**src/include/tis_pkg.sv**
```systemverilog
// package: register map, field positions and timing counts of the tdm status block
package tis_pkg;
   // register offsets (word addresses on the plain register port)
   localparam logic [15:0] TIS_CONTROL_ADDR = 16'h6000; // interface control
   localparam logic [15:0] TIS_STATUS_ADDR = 16'h6002; // tdm_interface_status
   localparam logic [15:0] TIS_PIN_CFG_ADDR = 16'h6004; // general pin configuration
   localparam logic [15:0] TIS_BUS_TYPE_ADDR = 16'h6010; // bus type / clock mode
   // control register fields
   localparam int CTL_MEM_XFER_EN = 1; // memory_transfer_enable
   localparam int CTL_GEN_OE = 2; // general_output_enable
   localparam int CTL_IE_LO = 4; // first interrupt enable bit
   localparam int CTL_IE_HI = 8; // last interrupt enable bit
   localparam int CTL_TEST = 15; // force_events_test_bit
   localparam logic [15:0] CTL_WR_MASK = 16'h81f6; // writable control bits
   // pin configuration fields
   localparam int PCFG_A_LO = 0; // pin_a_configuration low bit
   localparam logic [1:0] PCFG_A_CLK_FAIL = 2'h3; // pin a used as clock_fail_line
   localparam logic [15:0] PCFG_WR_MASK = 16'h0003; // writable pin config bits
   // bus type fields
   localparam int BT_DERIVE_X1 = 6; // derive_single_rate_clock
   localparam int BT_CLK_MASTER = 8; // clock master
   localparam int BT_ALT_MASTER = 9; // alternate_master_select
   localparam logic [15:0] BT_WR_MASK = 16'h0340; // writable bus type bits
   // status register fields
   localparam int ST_ABSENT = 4; // clock_absent_flag
   localparam int ST_CLK_FAIL = 5; // clock_fail_flag
   localparam int ST_OVERRUN = 6; // memory_bandwidth_overrun_flag
   localparam int ST_UNDERRUN = 7; // read underrun flag
   localparam int ST_WRAP = 8; // underrun_count_wrap_flag
   localparam int ST_SERVICE = 9; // service_summary_bit
   localparam int ST_PINS_LO = 11; // general pin a level
   localparam int NUM_FLAGS = 5; // latched flags in bits 8:4
   localparam int NUM_PINS = 5; // general pins a..e
   localparam int NUM_CLK_PINS = 3; // double rate, single rate, frame sync
   // reset values
   localparam logic [15:0] TIS_CTL_RST = 16'h0000; // control after reset
   localparam logic [15:0] TIS_PCFG_RST = 16'h0000; // pin config after reset
   localparam logic [15:0] TIS_BT_RST = 16'h0000; // bus type after reset
   localparam logic [4:0] TIS_FLAGS_RST = 5'h00; // flags after reset
   // activity watchdog: master clock cycles without a pin change
   localparam int TIS_ABSENT_CYCLES = 256; // timeout in clk_sys_i cycles
endpackage : tis_pkg

```
**src/rtl/tis_status_flags.sv**
```systemverilog
// module: tdm interface status register with latched event flags and clock failover
// Functional notes
// - bits 3:0 and 10 read zero
// - absent flag when clock pin stops toggling
// - watch pins as inputs and outputs
// - output enable low blocks absent and fail
// - flags stay until written one
// - single-rate pin driven with the clocks, derive bit unused
// - clock fail only when not master
// - fail flag on line high, pin code 11
// - fail plus alternate: drive clocks, pin zero
// - overrun flag when transfer misses time
// - overrun only with memory transfer enabled
// - underrun flag on receive buffer underrun
// - underrun counts only with detection enabled
// - wrap flag when underrun counter wraps
// - service bit is or of flags
// - bits 15:11 show live general pins
// - flags reach global indication through enables
// - test bit forces every status event; absent and fail need output enable high, fail also not master
// - output enable low tristates and loops back
//
// Our own choice: the plain strobed port.
`timescale 1ns/10ps
module tis_status_flags
   import tis_pkg::*;
#(
   parameter int ABSENT_LIMIT = TIS_ABSENT_CYCLES // watchdog timeout in cycles
) (
   input wire logic clk_sys_i, // master clock, 20 mhz
   input wire logic nrst_i, // async reset, active low
   // register port
   input wire logic [15:0] addr_i, // register address
   input wire logic [15:0] wdata_i, // write data
   input wire logic wr_i, // write strobe
   input wire logic rd_i, // read strobe
   output logic [15:0] rdata_o, // read data, cycle after rd_i
   // tdm clock pins, levels seen at the pads
   input wire logic double_rate_clock_pin_i, // double rate clock level
   input wire logic single_rate_clock_pin_i, // single rate clock level
   input wire logic frame_sync_pin_i, // frame sync level
   output logic tdm_clocks_oe_o, // drive clock and frame sync pins
   output logic single_rate_clock_oe_o, // drive single rate clock pin
   // general pins, pin a doubles as clock_fail_line
   input wire logic [4:0] general_pins_i, // levels of pins a..e
   output logic general_pin_a_o, // value driven on pin a
   output logic general_pin_a_oe_o, // drive pin a
   // event sources
   input wire logic bandwidth_miss_i, // transfer ran out of time, pulse
   input wire logic read_underrun_i, // receive buffer underrun, pulse
   input wire logic underrun_detect_en_i, // detection enable of that buffer
   input wire logic underrun_count_wrap_i, // underrun counter wrapped, pulse
   // tdm data path control
   output logic tdm_data_oe_o, // tdm data outputs enabled
   output logic tdm_loopback_o, // receive data looped to transmit
   output logic global_service_indication_o // enabled flag pending
);
   // ---------------- register storage ----------------
   logic [15:0] ctl_q; // interface control
   logic [15:0] pcfg_q; // pin configuration
   logic [15:0] bt_q; // bus type
   logic [NUM_FLAGS-1:0] flags_q; // latched flags, bits 8:4
   logic [NUM_FLAGS-1:0] flags_d; // next flags
   logic [15:0] rdata_q; // read data register
   logic [15:0] rdata_d; // next read data

   // ---------------- decoded control ----------------
   wire gen_oe = ctl_q[CTL_GEN_OE]; // general_output_enable
   wire mem_xfer_en = ctl_q[CTL_MEM_XFER_EN]; // memory_transfer_enable
   wire test_force = ctl_q[CTL_TEST]; // force_events_test_bit
   wire [NUM_FLAGS-1:0] irq_en = ctl_q[CTL_IE_HI:CTL_IE_LO]; // per flag enables
   wire [1:0] pin_a_cfg = pcfg_q[PCFG_A_LO +: 2]; // pin_a_configuration
   wire pin_a_is_fail = (pin_a_cfg == PCFG_A_CLK_FAIL); // code 11
   wire clk_master = bt_q[BT_CLK_MASTER]; // device is clock master
   wire alt_master = bt_q[BT_ALT_MASTER]; // alternate_master_select
   wire derive_x1 = bt_q[BT_DERIVE_X1]; // derive_single_rate_clock

   // ---------------- address decode ----------------
   wire hit_ctl = (addr_i == TIS_CONTROL_ADDR); // control selected
   wire hit_status = (addr_i == TIS_STATUS_ADDR); // status selected
   wire hit_pcfg = (addr_i == TIS_PIN_CFG_ADDR); // pin config selected
   wire hit_bt = (addr_i == TIS_BUS_TYPE_ADDR); // bus type selected
   wire wr_ctl = wr_i && hit_ctl; // control write
   wire wr_pcfg = wr_i && hit_pcfg; // pin config write
   wire wr_bt = wr_i && hit_bt; // bus type write
   wire wr_status = wr_i && hit_status; // write-one-to-clear access

   // ---------------- clock activity ----------------
   wire [NUM_CLK_PINS-1:0] clk_pins; // monitored pad levels
   wire [NUM_CLK_PINS-1:0] pin_absent; // per pin watchdog result
   // pad levels are watched whichever way the pins point
   assign clk_pins = {frame_sync_pin_i, single_rate_clock_pin_i, double_rate_clock_pin_i};

   // one watchdog per clock pin
   genvar gi;
   generate
      for (gi = 0; gi < NUM_CLK_PINS; gi++) begin : g_watch
         tis_activity_watch #(
            .LIMIT(ABSENT_LIMIT)
         ) u_watch (
            .clk_sys_i(clk_sys_i),
            .nrst_i(nrst_i),
            .pin_i(clk_pins[gi]),
            .absent_o(pin_absent[gi])
         );
      end
   endgenerate

   // ---------------- set conditions ----------------
   wire [NUM_FLAGS-1:0] set_cond; // raw events per flag
   wire [NUM_FLAGS-1:0] clr_vec; // software clear per flag
   // any silent pin, or the test bit, raises absent; blocked by output enable
   assign set_cond[0] = gen_oe && ((|pin_absent) || test_force);
   // fail line high on pin a in code 11, only off-master, blocked by oe
   assign set_cond[1] = gen_oe && !clk_master
                        && ((pin_a_is_fail && general_pins_i[0]) || test_force);
   // transfer overrun, only while memory transfer runs
   assign set_cond[2] = (mem_xfer_en && bandwidth_miss_i) || test_force;
   // underrun recorded for buffers with detection enabled
   assign set_cond[3] = (read_underrun_i && underrun_detect_en_i) || test_force;
   // underrun counter returned to zero
   assign set_cond[4] = underrun_count_wrap_i || test_force;
   // write one clears, write zero
   assign clr_vec = wr_status ? wdata_i[ST_WRAP:ST_ABSENT] : '0;
   // set wins over a clear in the same cycle
   assign flags_d = (flags_q & ~clr_vec) | set_cond;

   // ---------------- status word ----------------
   wire service_bit = |flags_q; // summary of bits 8:4
   wire [15:0] status_word; // assembled status register
   // reserved bits 3:0 and 10 are constant zero, pins are live
   assign status_word = {general_pins_i, 1'b0, service_bit, flags_q, 4'h0};

   // read mux, unmapped addresses read zero
   assign rdata_d = hit_status ? status_word :
                    hit_ctl ? ctl_q :
                    hit_pcfg ? pcfg_q :
                    hit_bt ? bt_q : 16'h0000;

   // ---------------- outputs ----------------
   // flags reach the global indication only through their enables
   assign global_service_indication_o = |(flags_q & irq_en);
   // failover: latched fail with alternate select takes the clocks
   assign tdm_clocks_oe_o = clk_master || (flags_q[1] && alt_master);
   // single rate pin follows the clock drive; derive_single_rate_clock is not used
   assign single_rate_clock_oe_o = tdm_clocks_oe_o;
   // pin a in code 11 pulls the fail line low once we own the clocks
   assign general_pin_a_oe_o = pin_a_is_fail && tdm_clocks_oe_o;
   assign general_pin_a_o = 1'b0;
   // output enable low tristates data and loops receive back to transmit
   assign tdm_data_oe_o = gen_oe;
   assign tdm_loopback_o = !gen_oe;
   assign rdata_o = rdata_q;

   // ---------------- configuration registers ----------------
   always_ff @(posedge clk_sys_i or negedge nrst_i) begin
      if (!nrst_i) begin
         ctl_q <= TIS_CTL_RST;
         pcfg_q <= TIS_PCFG_RST;
         bt_q <= TIS_BT_RST;
      end else begin
         if (wr_ctl) begin // control write
            ctl_q <= wdata_i & CTL_WR_MASK;
         end
         if (wr_pcfg) begin // pin config write
            pcfg_q <= wdata_i & PCFG_WR_MASK;
         end
         if (wr_bt) begin // bus type write
            bt_q <= wdata_i & BT_WR_MASK;
         end
      end
   end

   // ---------------- flags ----------------
   always_ff @(posedge clk_sys_i or negedge nrst_i) begin
      if (!nrst_i) begin
         flags_q <= TIS_FLAGS_RST;
      end else begin
         flags_q <= flags_d; // latch and hold
      end
   end

   // ---------------- read data ----------------
   always_ff @(posedge clk_sys_i or negedge nrst_i) begin
      if (!nrst_i) begin
         rdata_q <= 16'h0000;
      end else if (rd_i) begin // data stand only in the next cycle
         rdata_q <= rdata_d;
      end else begin
         rdata_q <= 16'h0000;
      end
   end
endmodule : tis_status_flags

```
**src/rtl/tis_activity_watch.sv**
```systemverilog
// module: toggle watchdog for one tdm clock or frame-sync pin
`timescale 1ns/10ps
module tis_activity_watch
   import tis_pkg::*;
#(
   parameter int LIMIT = TIS_ABSENT_CYCLES // cycles without change before absent
) (
   input wire logic clk_sys_i, // master clock
   input wire logic nrst_i, // async reset, active low
   input wire logic pin_i, // monitored pin level
   output logic absent_o // level: pin has not toggled in LIMIT cycles
);
   localparam int CW = $clog2(LIMIT + 1); // counter width
   localparam logic [CW-1:0] CNT_MAX = CW'(LIMIT); // saturation value

   logic prev_q; // last sampled level
   logic [CW-1:0] cnt_q; // cycles since last change
   logic [CW-1:0] cnt_d; // next count
   wire changed = pin_i ^ prev_q; // edge of either direction

   // restart on any change, otherwise count up and stick at the limit
   assign cnt_d = changed ? '0 : ((cnt_q == CNT_MAX) ? cnt_q : cnt_q + 1'b1);
   assign absent_o = (cnt_q == CNT_MAX);

   // sample and count
   always_ff @(posedge clk_sys_i or negedge nrst_i) begin
      if (!nrst_i) begin
         prev_q <= 1'b0;
         cnt_q <= '0;
      end else begin
         prev_q <= pin_i;
         cnt_q <= cnt_d;
      end
   end
endmodule : tis_activity_watch

```
**config.mk**
```make
export PLATFORM = sky130hd
export DESIGN_NAME = tis_status_flags
export DESIGN_NICKNAME = d
export VERILOG_FILES = /design/src/include/tis_pkg.sv /design/src/rtl/tis_status_flags.sv /design/src/rtl/tis_activity_watch.sv
export SDC_FILE = /design/constraint.sdc
export NUM_CORES = 1
export LEC_CHECK = 0
export BUFFER_PORTS_ARGS = -buffer_cell sky130_fd_sc_hd__buf_2
export CORE_MARGIN = 2
export CORE_UTILIZATION = 45
export DETAILED_ROUTE_END_ITERATION = 8
export PLACE_DENSITY = 0.7
export SYNTH_ARGS = -nofsm -noshare
export SYNTH_HDL_FRONTEND = slang
export SYNTH_SLANG_ARGS = --single-unit
```
**constraint.sdc**
```tcl
create_clock -name clk_sys_i -period 1.5 [get_ports clk_sys_i]
set_input_delay 0.375 -clock clk_sys_i [delete_from_list [all_inputs] [get_ports clk_sys_i]]
set_output_delay 0.375 -clock clk_sys_i [all_outputs]
set_load 0.05 [all_outputs]
```
Yosys cells after proc, flatten, opt, wreduce, memory -nomap -nowiden
Index checks and enable logic that the tools add are counted.
- add/subtract/negate cells: 3
- multipliers: 0
- div/mod/pow operators: 0
- magnitude comparators: 0
- equal/unequal tests: 11
- shifts and indexed selects: 0
- multiplexer cells: 12
- bitwise operators: 7
- reductions and logical operators: 23
- operators by type and width (operator ; number):
    == test 16 x 15 -> 1 bit (second input constant) ; 4
    2-to-1 mux 9 bit ; 6
    2-to-1 mux 16 bit ; 3
    adder 9 x 1 -> 9 bit (second input constant) ; 3
    == test 9 bit (second input constant) ; 3
    2-to-1 mux 10 bit ; 2
    logical AND 1 bit ; 12
    AND 5 bit ; 2
    OR reduction 5 bit ; 2
    logical OR 1 bit ; 6
    != test 2 bit (second input constant) ; 3
    2-to-1 mux 5 bit ; 1
    NOT 5 bit ; 1
    bitwise OR 5 bit ; 1
    OR reduction 3 bit ; 1
    XOR 1 bit ; 3
    == test 2 bit (second input constant) ; 1
    logical NOT 1 bit ; 2
- register bits: 64
- bits in latches: 0
- memory bits (writable): 0
- bits in read-only memories: 0
- input bits: 48
- output and inout bits: 23
- word-level logic and storage cells: 67
- memories: 0

Logic depth before layout (Yosys ltp)
Gate-level depths: netlist (run 1).
- word-level depth: 6
- gate-level depth with buffers: 6

Modules after synthesis
From an unflattened synthesis (run 1), not the netlist that was laid out.
- cell total of the unflattened synthesis: 273
- area, all modules: 3036.7 sq um
- by module, submodules not included (module ; instances ; cells each ; area each (sq um)):
    tis_activity_watch ; 3 ; 51 ; 519.2
    tis_status_flags ; 1 ; 120 ; 1478.9

Least setup slack after synthesis (run 1)
No wires, ideal clock.
- path kind: input -> register
- start: in addr_i[9]
- end: reg ctl_q[15]
- arrival time: 1.653 ns
- path slack: -0.278 ns
- cell stages on the path: 5
- cells stage by stage: nor4_2 and3_1 and3_1 buf_4 mux2_2
- word-level cells in the longest chain between the ends: 2
- RTL lines (element ; RTL line ; RTL):
    start: declaration ; tis_status_flags.sv:33 ; input wire logic [15:0] addr_i,
    == test 16 x 15 -> 1 bit ; tis_status_flags.sv:79 ; wire hit_ctl = (addr_i == TIS_CONTROL_ADDR);
    logical AND 1 bit ; tis_status_flags.sv:83 ; wire wr_ctl = wr_i && hit_ctl;
    end signal: assignment ; tis_status_flags.sv:163 ; ctl_q <= wdata_i & CTL_WR_MASK;
    end: declaration ; tis_status_flags.sv:59 ; logic [15:0] ctl_q;
Every way passes these cells.
A chain may end at the register's enable or synchronous reset.

Final worst setup path (run 1)
- start: reg ctl_q[8]
- end: out global_service_indication_o
- word-level cells in the longest chain between the ends: 2
- RTL lines (element ; RTL line ; RTL):
    AND 5 bit ; tis_status_flags.sv:142 ; assign global_service_indication_o = |(flags_q & irq_en);
    OR reduction 5 bit ; tis_status_flags.sv:142 ;
    end: declaration ; tis_status_flags.sv:56 ; output logic global_service_indication_o
Every way passes these cells.

==> out/metrics.cfg, run 1 <==
[pwr]
power_switching_mw=0.897
power.total_mw=3.80
p_per_area_mw_per_mm2=966
p_int_mw=2.91
p_comb_frac=0.120
clkPwrFrac=0.420
switching_share=0.236
p_leak_nw=1.92
peakVddDrop_mv=0.753
pwr-share-seq=0.460

[timing]
fmax_mhz=575
fin_worst_skew_ps=10.2
hold_viol=0
finalSetupViolCount=4
fin_ws_ps=-239
timing.setup.tns_ps=-479
period_minus_slack_ps=1740
slew_violations=0
finalCritPeriodShare=1.16
rsz0062_at_grt=yes

[critical_path]
path_max_fanout=2
worstPathArrival_ps=1360
crit_chain=a222oi_1 -> nand2_1 -> buf_6
cpLargestDelayFamily=flip-flops
cp-end-kind=output pin
path_buf_inv=1
setup.worst_path.class=flop to output pin
required_ps=1120
crit_path_max_incr_delay_ps=380
worstSetupStartpointType=flop
cpMaxStageDelayCell=dfrtp_1

[drt]
antenna_left=0
vias=2439
wl_um=7050
via_per_inst=5.41
routedWlPerCell_um=15.6
dr.pass1.iters=4
drtIter0Drc=129
drc=0

[placement]
dpl_worst_slack_ps=-377
numPortBuffers=61
hpwl_um=4940
dpl.cell_count=428
gp_congestion=0.901

[synthesis]
ys_warn_count=0
synth.distinct_cells=47
ys_ff_latch=62
synth_cells=260
synth_top_area_cell=dfrtp_1
synth_flop_cell=dfrtp_1
yosysSeqAreaShare=0.534
async_flop_share=1.00
netlist_area_sq_mm=0.00291
synthTopCellsByArea=dfrtp_1, xor2_1, mux2_2, nor2_1, ha_1
synth-edff-count=0
avgSynthCellArea_sq_um=11.2
yosysTopAreaCellShare=0.534

[grt]
grt_pass1_wl_um=11800
gr-usage-all-layers=0.212
overflow=0
antenna_found_initial=0
grt_pass1_vias=2473
grt_max_degree=63

[outcome]
violations=negative setup slack
status=finished with violations

[final_layout]
antennaDiodeCount=0
final_nets=423
drive_above_1_share=0.393
fillerInstances=551
area_delta_synth_final_pct=35.5
instances_no_fill=451

[hold_path]
hp-class=input pin to asynchronous set/reset pin

[floorplanning]
core_area_sq_mm=0.00631
rows=29
start_util=0.460
ios=71
die_y_um=84.4
dieArea_sq_mm=0.00711
die_w_um=84.4

[clock_network]
clk_pin_slew_ps=70
cts.sinks=62
tritoncts=yes
ctsHtreeMaxLevel=3
clk_latency_ps=340
root_buffer=clkbuf_8
ctsLongestPathBuffers=2
cts-buffers-inserted=9

[job]
cap_violations=0

sequential cells by signal, summed over array words and instances (netlist names):
name                    count
pcfg_q                      2
g_watch.u_watch.cnt_q      27
flags_q                     5
g_watch.u_watch.prev_q      3
bt_q                        3
rdata_o                    14
ctl_q                       8
stage by stage:
step / hold slack, ps / utilization / cell area (sq um)
global route: 51.0 / 0.623 / 3940
detailed placement: 410 / 0.569 / 3590
finish: 26.2 / 0.623 / 3940
CTS: 37.5 / 0.613 / 3870
floorplan: 79.4 / - / 2960
global placement: 408 / 0.569 / 3590
kinds of logic (layout without fill, tap and decap cells):
family | count (synthesis) | after routing | share of synthesized area
compound gates | 38 | 38 | 0.0857
xor+xnor | 19 | 19 | 0.0573
fa+ha+maj | 6 | 6 | 0.0258
buf+inv | 17 | 129 | 0.0284
flops | 62 | 62 | 0.534
mux | 16 | 16 | 0.0646
other cells | 1 | 3 | 0.00129
simple gates | 101 | 101 | 0.203
final cells by class:
cell class,instances,area [sq um],area share
tap,77,96.3,0.0245
sequential,62,1550,0.394
timing repair buffer,102,681,0.173
clock buffer,12,145,0.0369
clock inverter,4,70.1,0.0178
multi-input combinational,183,1350,0.343
inverter,11,41.3,0.0105
path summary, 6_finish.rpt:
check | startpoint | to | slack (ps) | depth (start not counted)
max reg2reg | flags_q[1]$_DFF_PN0_ | rdata_o[9]$_DFF_PN0_ | 60 | 4
max in group asynchronous | nrst_i | ctl_q[2]$_DFFE_PN0P_ | 1180 | 2
min reg2reg | bt_q[6]$_DFFE_PN0P_ | bt_q[6]$_DFFE_PN0P_ | 520 | 1
min in group clk_sys_i | frame_sync_pin_i | g_watch[2].u_watch.prev_q$_DFF_PN0_ | 160 | 1
max | ctl_q[8]$_DFFE_PN0P_ | global_service_indication_o | -240 | 3
min | nrst_i | g_watch[0].u_watch.cnt_q[6]$_DFFE_PN0P_ | 30 | 2
cells in the final DEF (no fill, tap or decap), drive strengths merged, types with 2 or more instances in the layout:
| cell type | instances |
|---|---|
| a21oi | 11 |
| a221o | 2 |
| a22oi | 6 |
| and2 | 4 |
| and3 | 8 |
| buf | 102 |
| bufinv | 2 |
| clkbuf | 12 |
| clkinv | 2 |
| conb | 3 |
| dfrtp | 62 |
| ha | 6 |
| inv | 11 |
| mux2 | 13 |
| mux2i | 3 |
| nand2 | 10 |
| nand3 | 14 |
| nand4 | 11 |
| nor2 | 27 |
| nor3 | 2 |
| nor4 | 5 |
| nor4b | 5 |
| o21ai | 8 |
| o22ai | 2 |
| o311a | 2 |
| or2 | 2 |
| or3 | 6 |
| xnor2 | 4 |
| xor2 | 15 |
routing by layer:
metal / wire (um) / vias to the layer above / share of wire / track usage
met5: 0 / - / 0 / 0
met2: 3490 / 90 / 0.49 / 0.341
li1: - / 1152 / - / -
met1: 2990 / 1183 / 0.42 / 0.278
met4: 157 / 0 / 0.022 / 0.0909
met3: 416 / 14 / 0.059 / 0.0472
cells in the mapped netlist (all sizes together) (6+ instances only):
cell type  instances
nand4             11
o21ai              8
a21oi             11
xor2              15
mux2              13
and3               8
nand3             14
inv               11
nand2             10
a22oi              6
or3                6
nor2              27
ha                 6
dfrtp             62
power groups by stage:
stage                     registers (mW)  logic [mW]  clock network, mW
after global placement              1.77       0.421                  0
after floorplan                     1.79       0.176                  0
final                               1.75       0.455               1.60
after detailed placement            1.78       0.434                  0
after global routing                1.75       0.509               1.71
after CTS                           1.75       0.445               1.64
timing repair:
action,in CTS,in global routing
endpoints found under the setup margin,13,23
gates resized for setup,10,11
setup buffers,5,2
hold buffers,0,0
pin swaps,5,4
Power figures use the tool's default switching activity.
==> run 2, diff against run 1 <==
SKIP_CTS_REPAIR_TIMING = 1   (was unset)
==> out/metrics.cfg, run 2 (synthesized netlist as in run 1, its figures left out) <==
[outcome]
status=finished with violations
violations=negative setup slack

[final_layout]
multi_input_area_sq_mm=0.00138  ; +2.0%
mostFrequentLayoutCells=dfrtp_1, buf_2, buf_4
antennaDiodeCount=0  ; unchanged
largest_register_ff_count=27  ; unchanged
final_nets=418  ; -1.2%
top_register=g_watch.u_watch.cnt_q
area_delta_synth_final_pct=35.1
regArea_sq_mm=0.00155  ; unchanged
drive_above_1_share=0.379  ; -0.0136
mostFrequentLayoutCell=dfrtp_1
instances_no_fill=446  ; -1.1%
fillerInstances=545  ; -1.1%

[floorplanning]
start_util=0.460  ; unchanged
die_w_um=84.4  ; unchanged
die_y_um=84.4  ; unchanged
ios=71  ; unchanged
dieArea_sq_mm=0.00711  ; unchanged
rows=29  ; unchanged
core_area_sq_mm=0.00631  ; unchanged

[critical_path]
r2r_slack_ps=50  ; about the same
r2r-start=flags_q[4]$_DFF_PN0_
path_max_fanout=3  ; +1
reg2reg_to=rdata_o[9]$_DFF_PN0_
worstPathArrival_ps=1390  ; +30 ps
worstRegToRegCells=5  ; +1
required_ps=1120  ; about the same
setup.worst_path.class=flop to output pin
worstSetupStartpointType=flop
cp-end-kind=output pin

[timing]
fmax_mhz=566  ; -1.6%
slew_violations=0  ; unchanged
fin_worst_skew_ps=8.66  ; -1.51 ps
rsz0062_at_grt=yes
whs_ps=31.6  ; +5.35 ps
period_minus_slack_ps=1770  ; +27.8 ps
hold_viol=0  ; unchanged
finalCritPeriodShare=1.18  ; +0.0185
finalSetupViolCount=2  ; -2
fin_ws_ps=-267  ; -27.8 ps

[clock_network]
root_buffer=clkbuf_8
clk_latency_ps=340  ; about the same
ctsLongestPathBuffers=2  ; unchanged
cts-buffers-inserted=9  ; unchanged
ctsHtreeMaxLevel=3  ; unchanged
cts.sinks=62  ; unchanged
clk_pin_slew_ps=70  ; about the same
tritoncts=yes

[drt]
drc=0  ; unchanged
antenna_left=0  ; unchanged
wl_um=7000  ; -0.82%
routedWlPerCell_um=15.7  ; +0.29%
vias=2419  ; -0.82%
drtIter0Drc=88  ; -32%
via_per_inst=5.42  ; +0.29%
dr.pass1.iters=4  ; unchanged

[pwr]
power.total_mw=3.80  ; about the same
p_leak_nw=1.90  ; -0.94%
p_per_area_mw_per_mm2=969  ; +0.29%
peakVddDrop_mv=0.753  ; about the same

[grt]
grt_pass1_wl_um=11500  ; -3.1%
gr-usage-all-layers=0.205  ; -0.00709
grt_pass1_vias=2429  ; -1.8%
grt_max_degree=63  ; unchanged
antenna_found_initial=0  ; unchanged
overflow=0  ; unchanged

[placement]
dpl.cell_count=428  ; unchanged
numPortBuffers=61  ; unchanged
gp_congestion=0.901  ; unchanged
hpwl_um=4940  ; unchanged

[hold_path]
hp-class=input pin to asynchronous set/reset pin

[job]
cap_violations=0  ; unchanged

-- run 2: worst max path at each step --
stage,start,end
detailed placement,addr_i[10],ctl_q[8]$_DFFE_PN0P_
global placement,addr_i[10],ctl_q[1]$_DFFE_PN0P_
CTS,flags_q[4]$_DFF_PN0_,global_service_indication_o
floorplan,addr_i[2],bt_q[6]$_DFFE_PN0P_
finish,flags_q[4]$_DFF_PN0_,global_service_indication_o
global route,flags_q[4]$_DFF_PN0_,global_service_indication_o
-- run 2: power by group --
| group | total (mW) | leakage (nW) | switching, mW | internal (mW) |
|---|---|---|---|---|
| Combinational | 0.458 | 0.948 | 0.244 | 0.215 |
| Clock | 1.60 | 0.110 | 0.620 | 0.976 |
| Sequential | 1.75 | 0.840 | 0.0315 | 1.72 |
-- run 2: area by class of cell --
cell class,count,share of cell area
clock inverters,4,0.0178
clock buffers,12,0.0370
repair buffers,97,0.164
flip-flops and latches,62,0.395
well taps,77,0.0245
multi-input cells,183,0.351
inverters,11,0.0105
-- run 2: per-stage QoR --
step | cell area (sq um) | worst slack (ps) | utilization | TNS (ps)
2_1_floorplan | 2960 | -184 | - | -2060
3_3_place_gp | 3590 | -355 | 0.569 | -5850
3_5_place_dp | 3590 | -377 | 0.569 | -6250
4_1_cts | 3810 | -317 | 0.603 | -815
5_1_grt | 3930 | -345 | 0.622 | -729
6_report | 3930 | -267 | 0.622 | -438
-- run 2: per-layer routing --
layer / wire length (um) / global-route usage / share of wire
met5: 0 / 0 / 0
met4: 171 / 0.0909 / 0.024
met2: 3410 / 0.325 / 0.49
met1: 3080 / 0.270 / 0.44
met3: 332 / 0.0472 / 0.047
-- run 2: critical path, cell delays in order, from the launching register on --
cell,delay (ps)
dfrtp_1,410
a222oi_1,330
nand2_1,140
buf_6,170
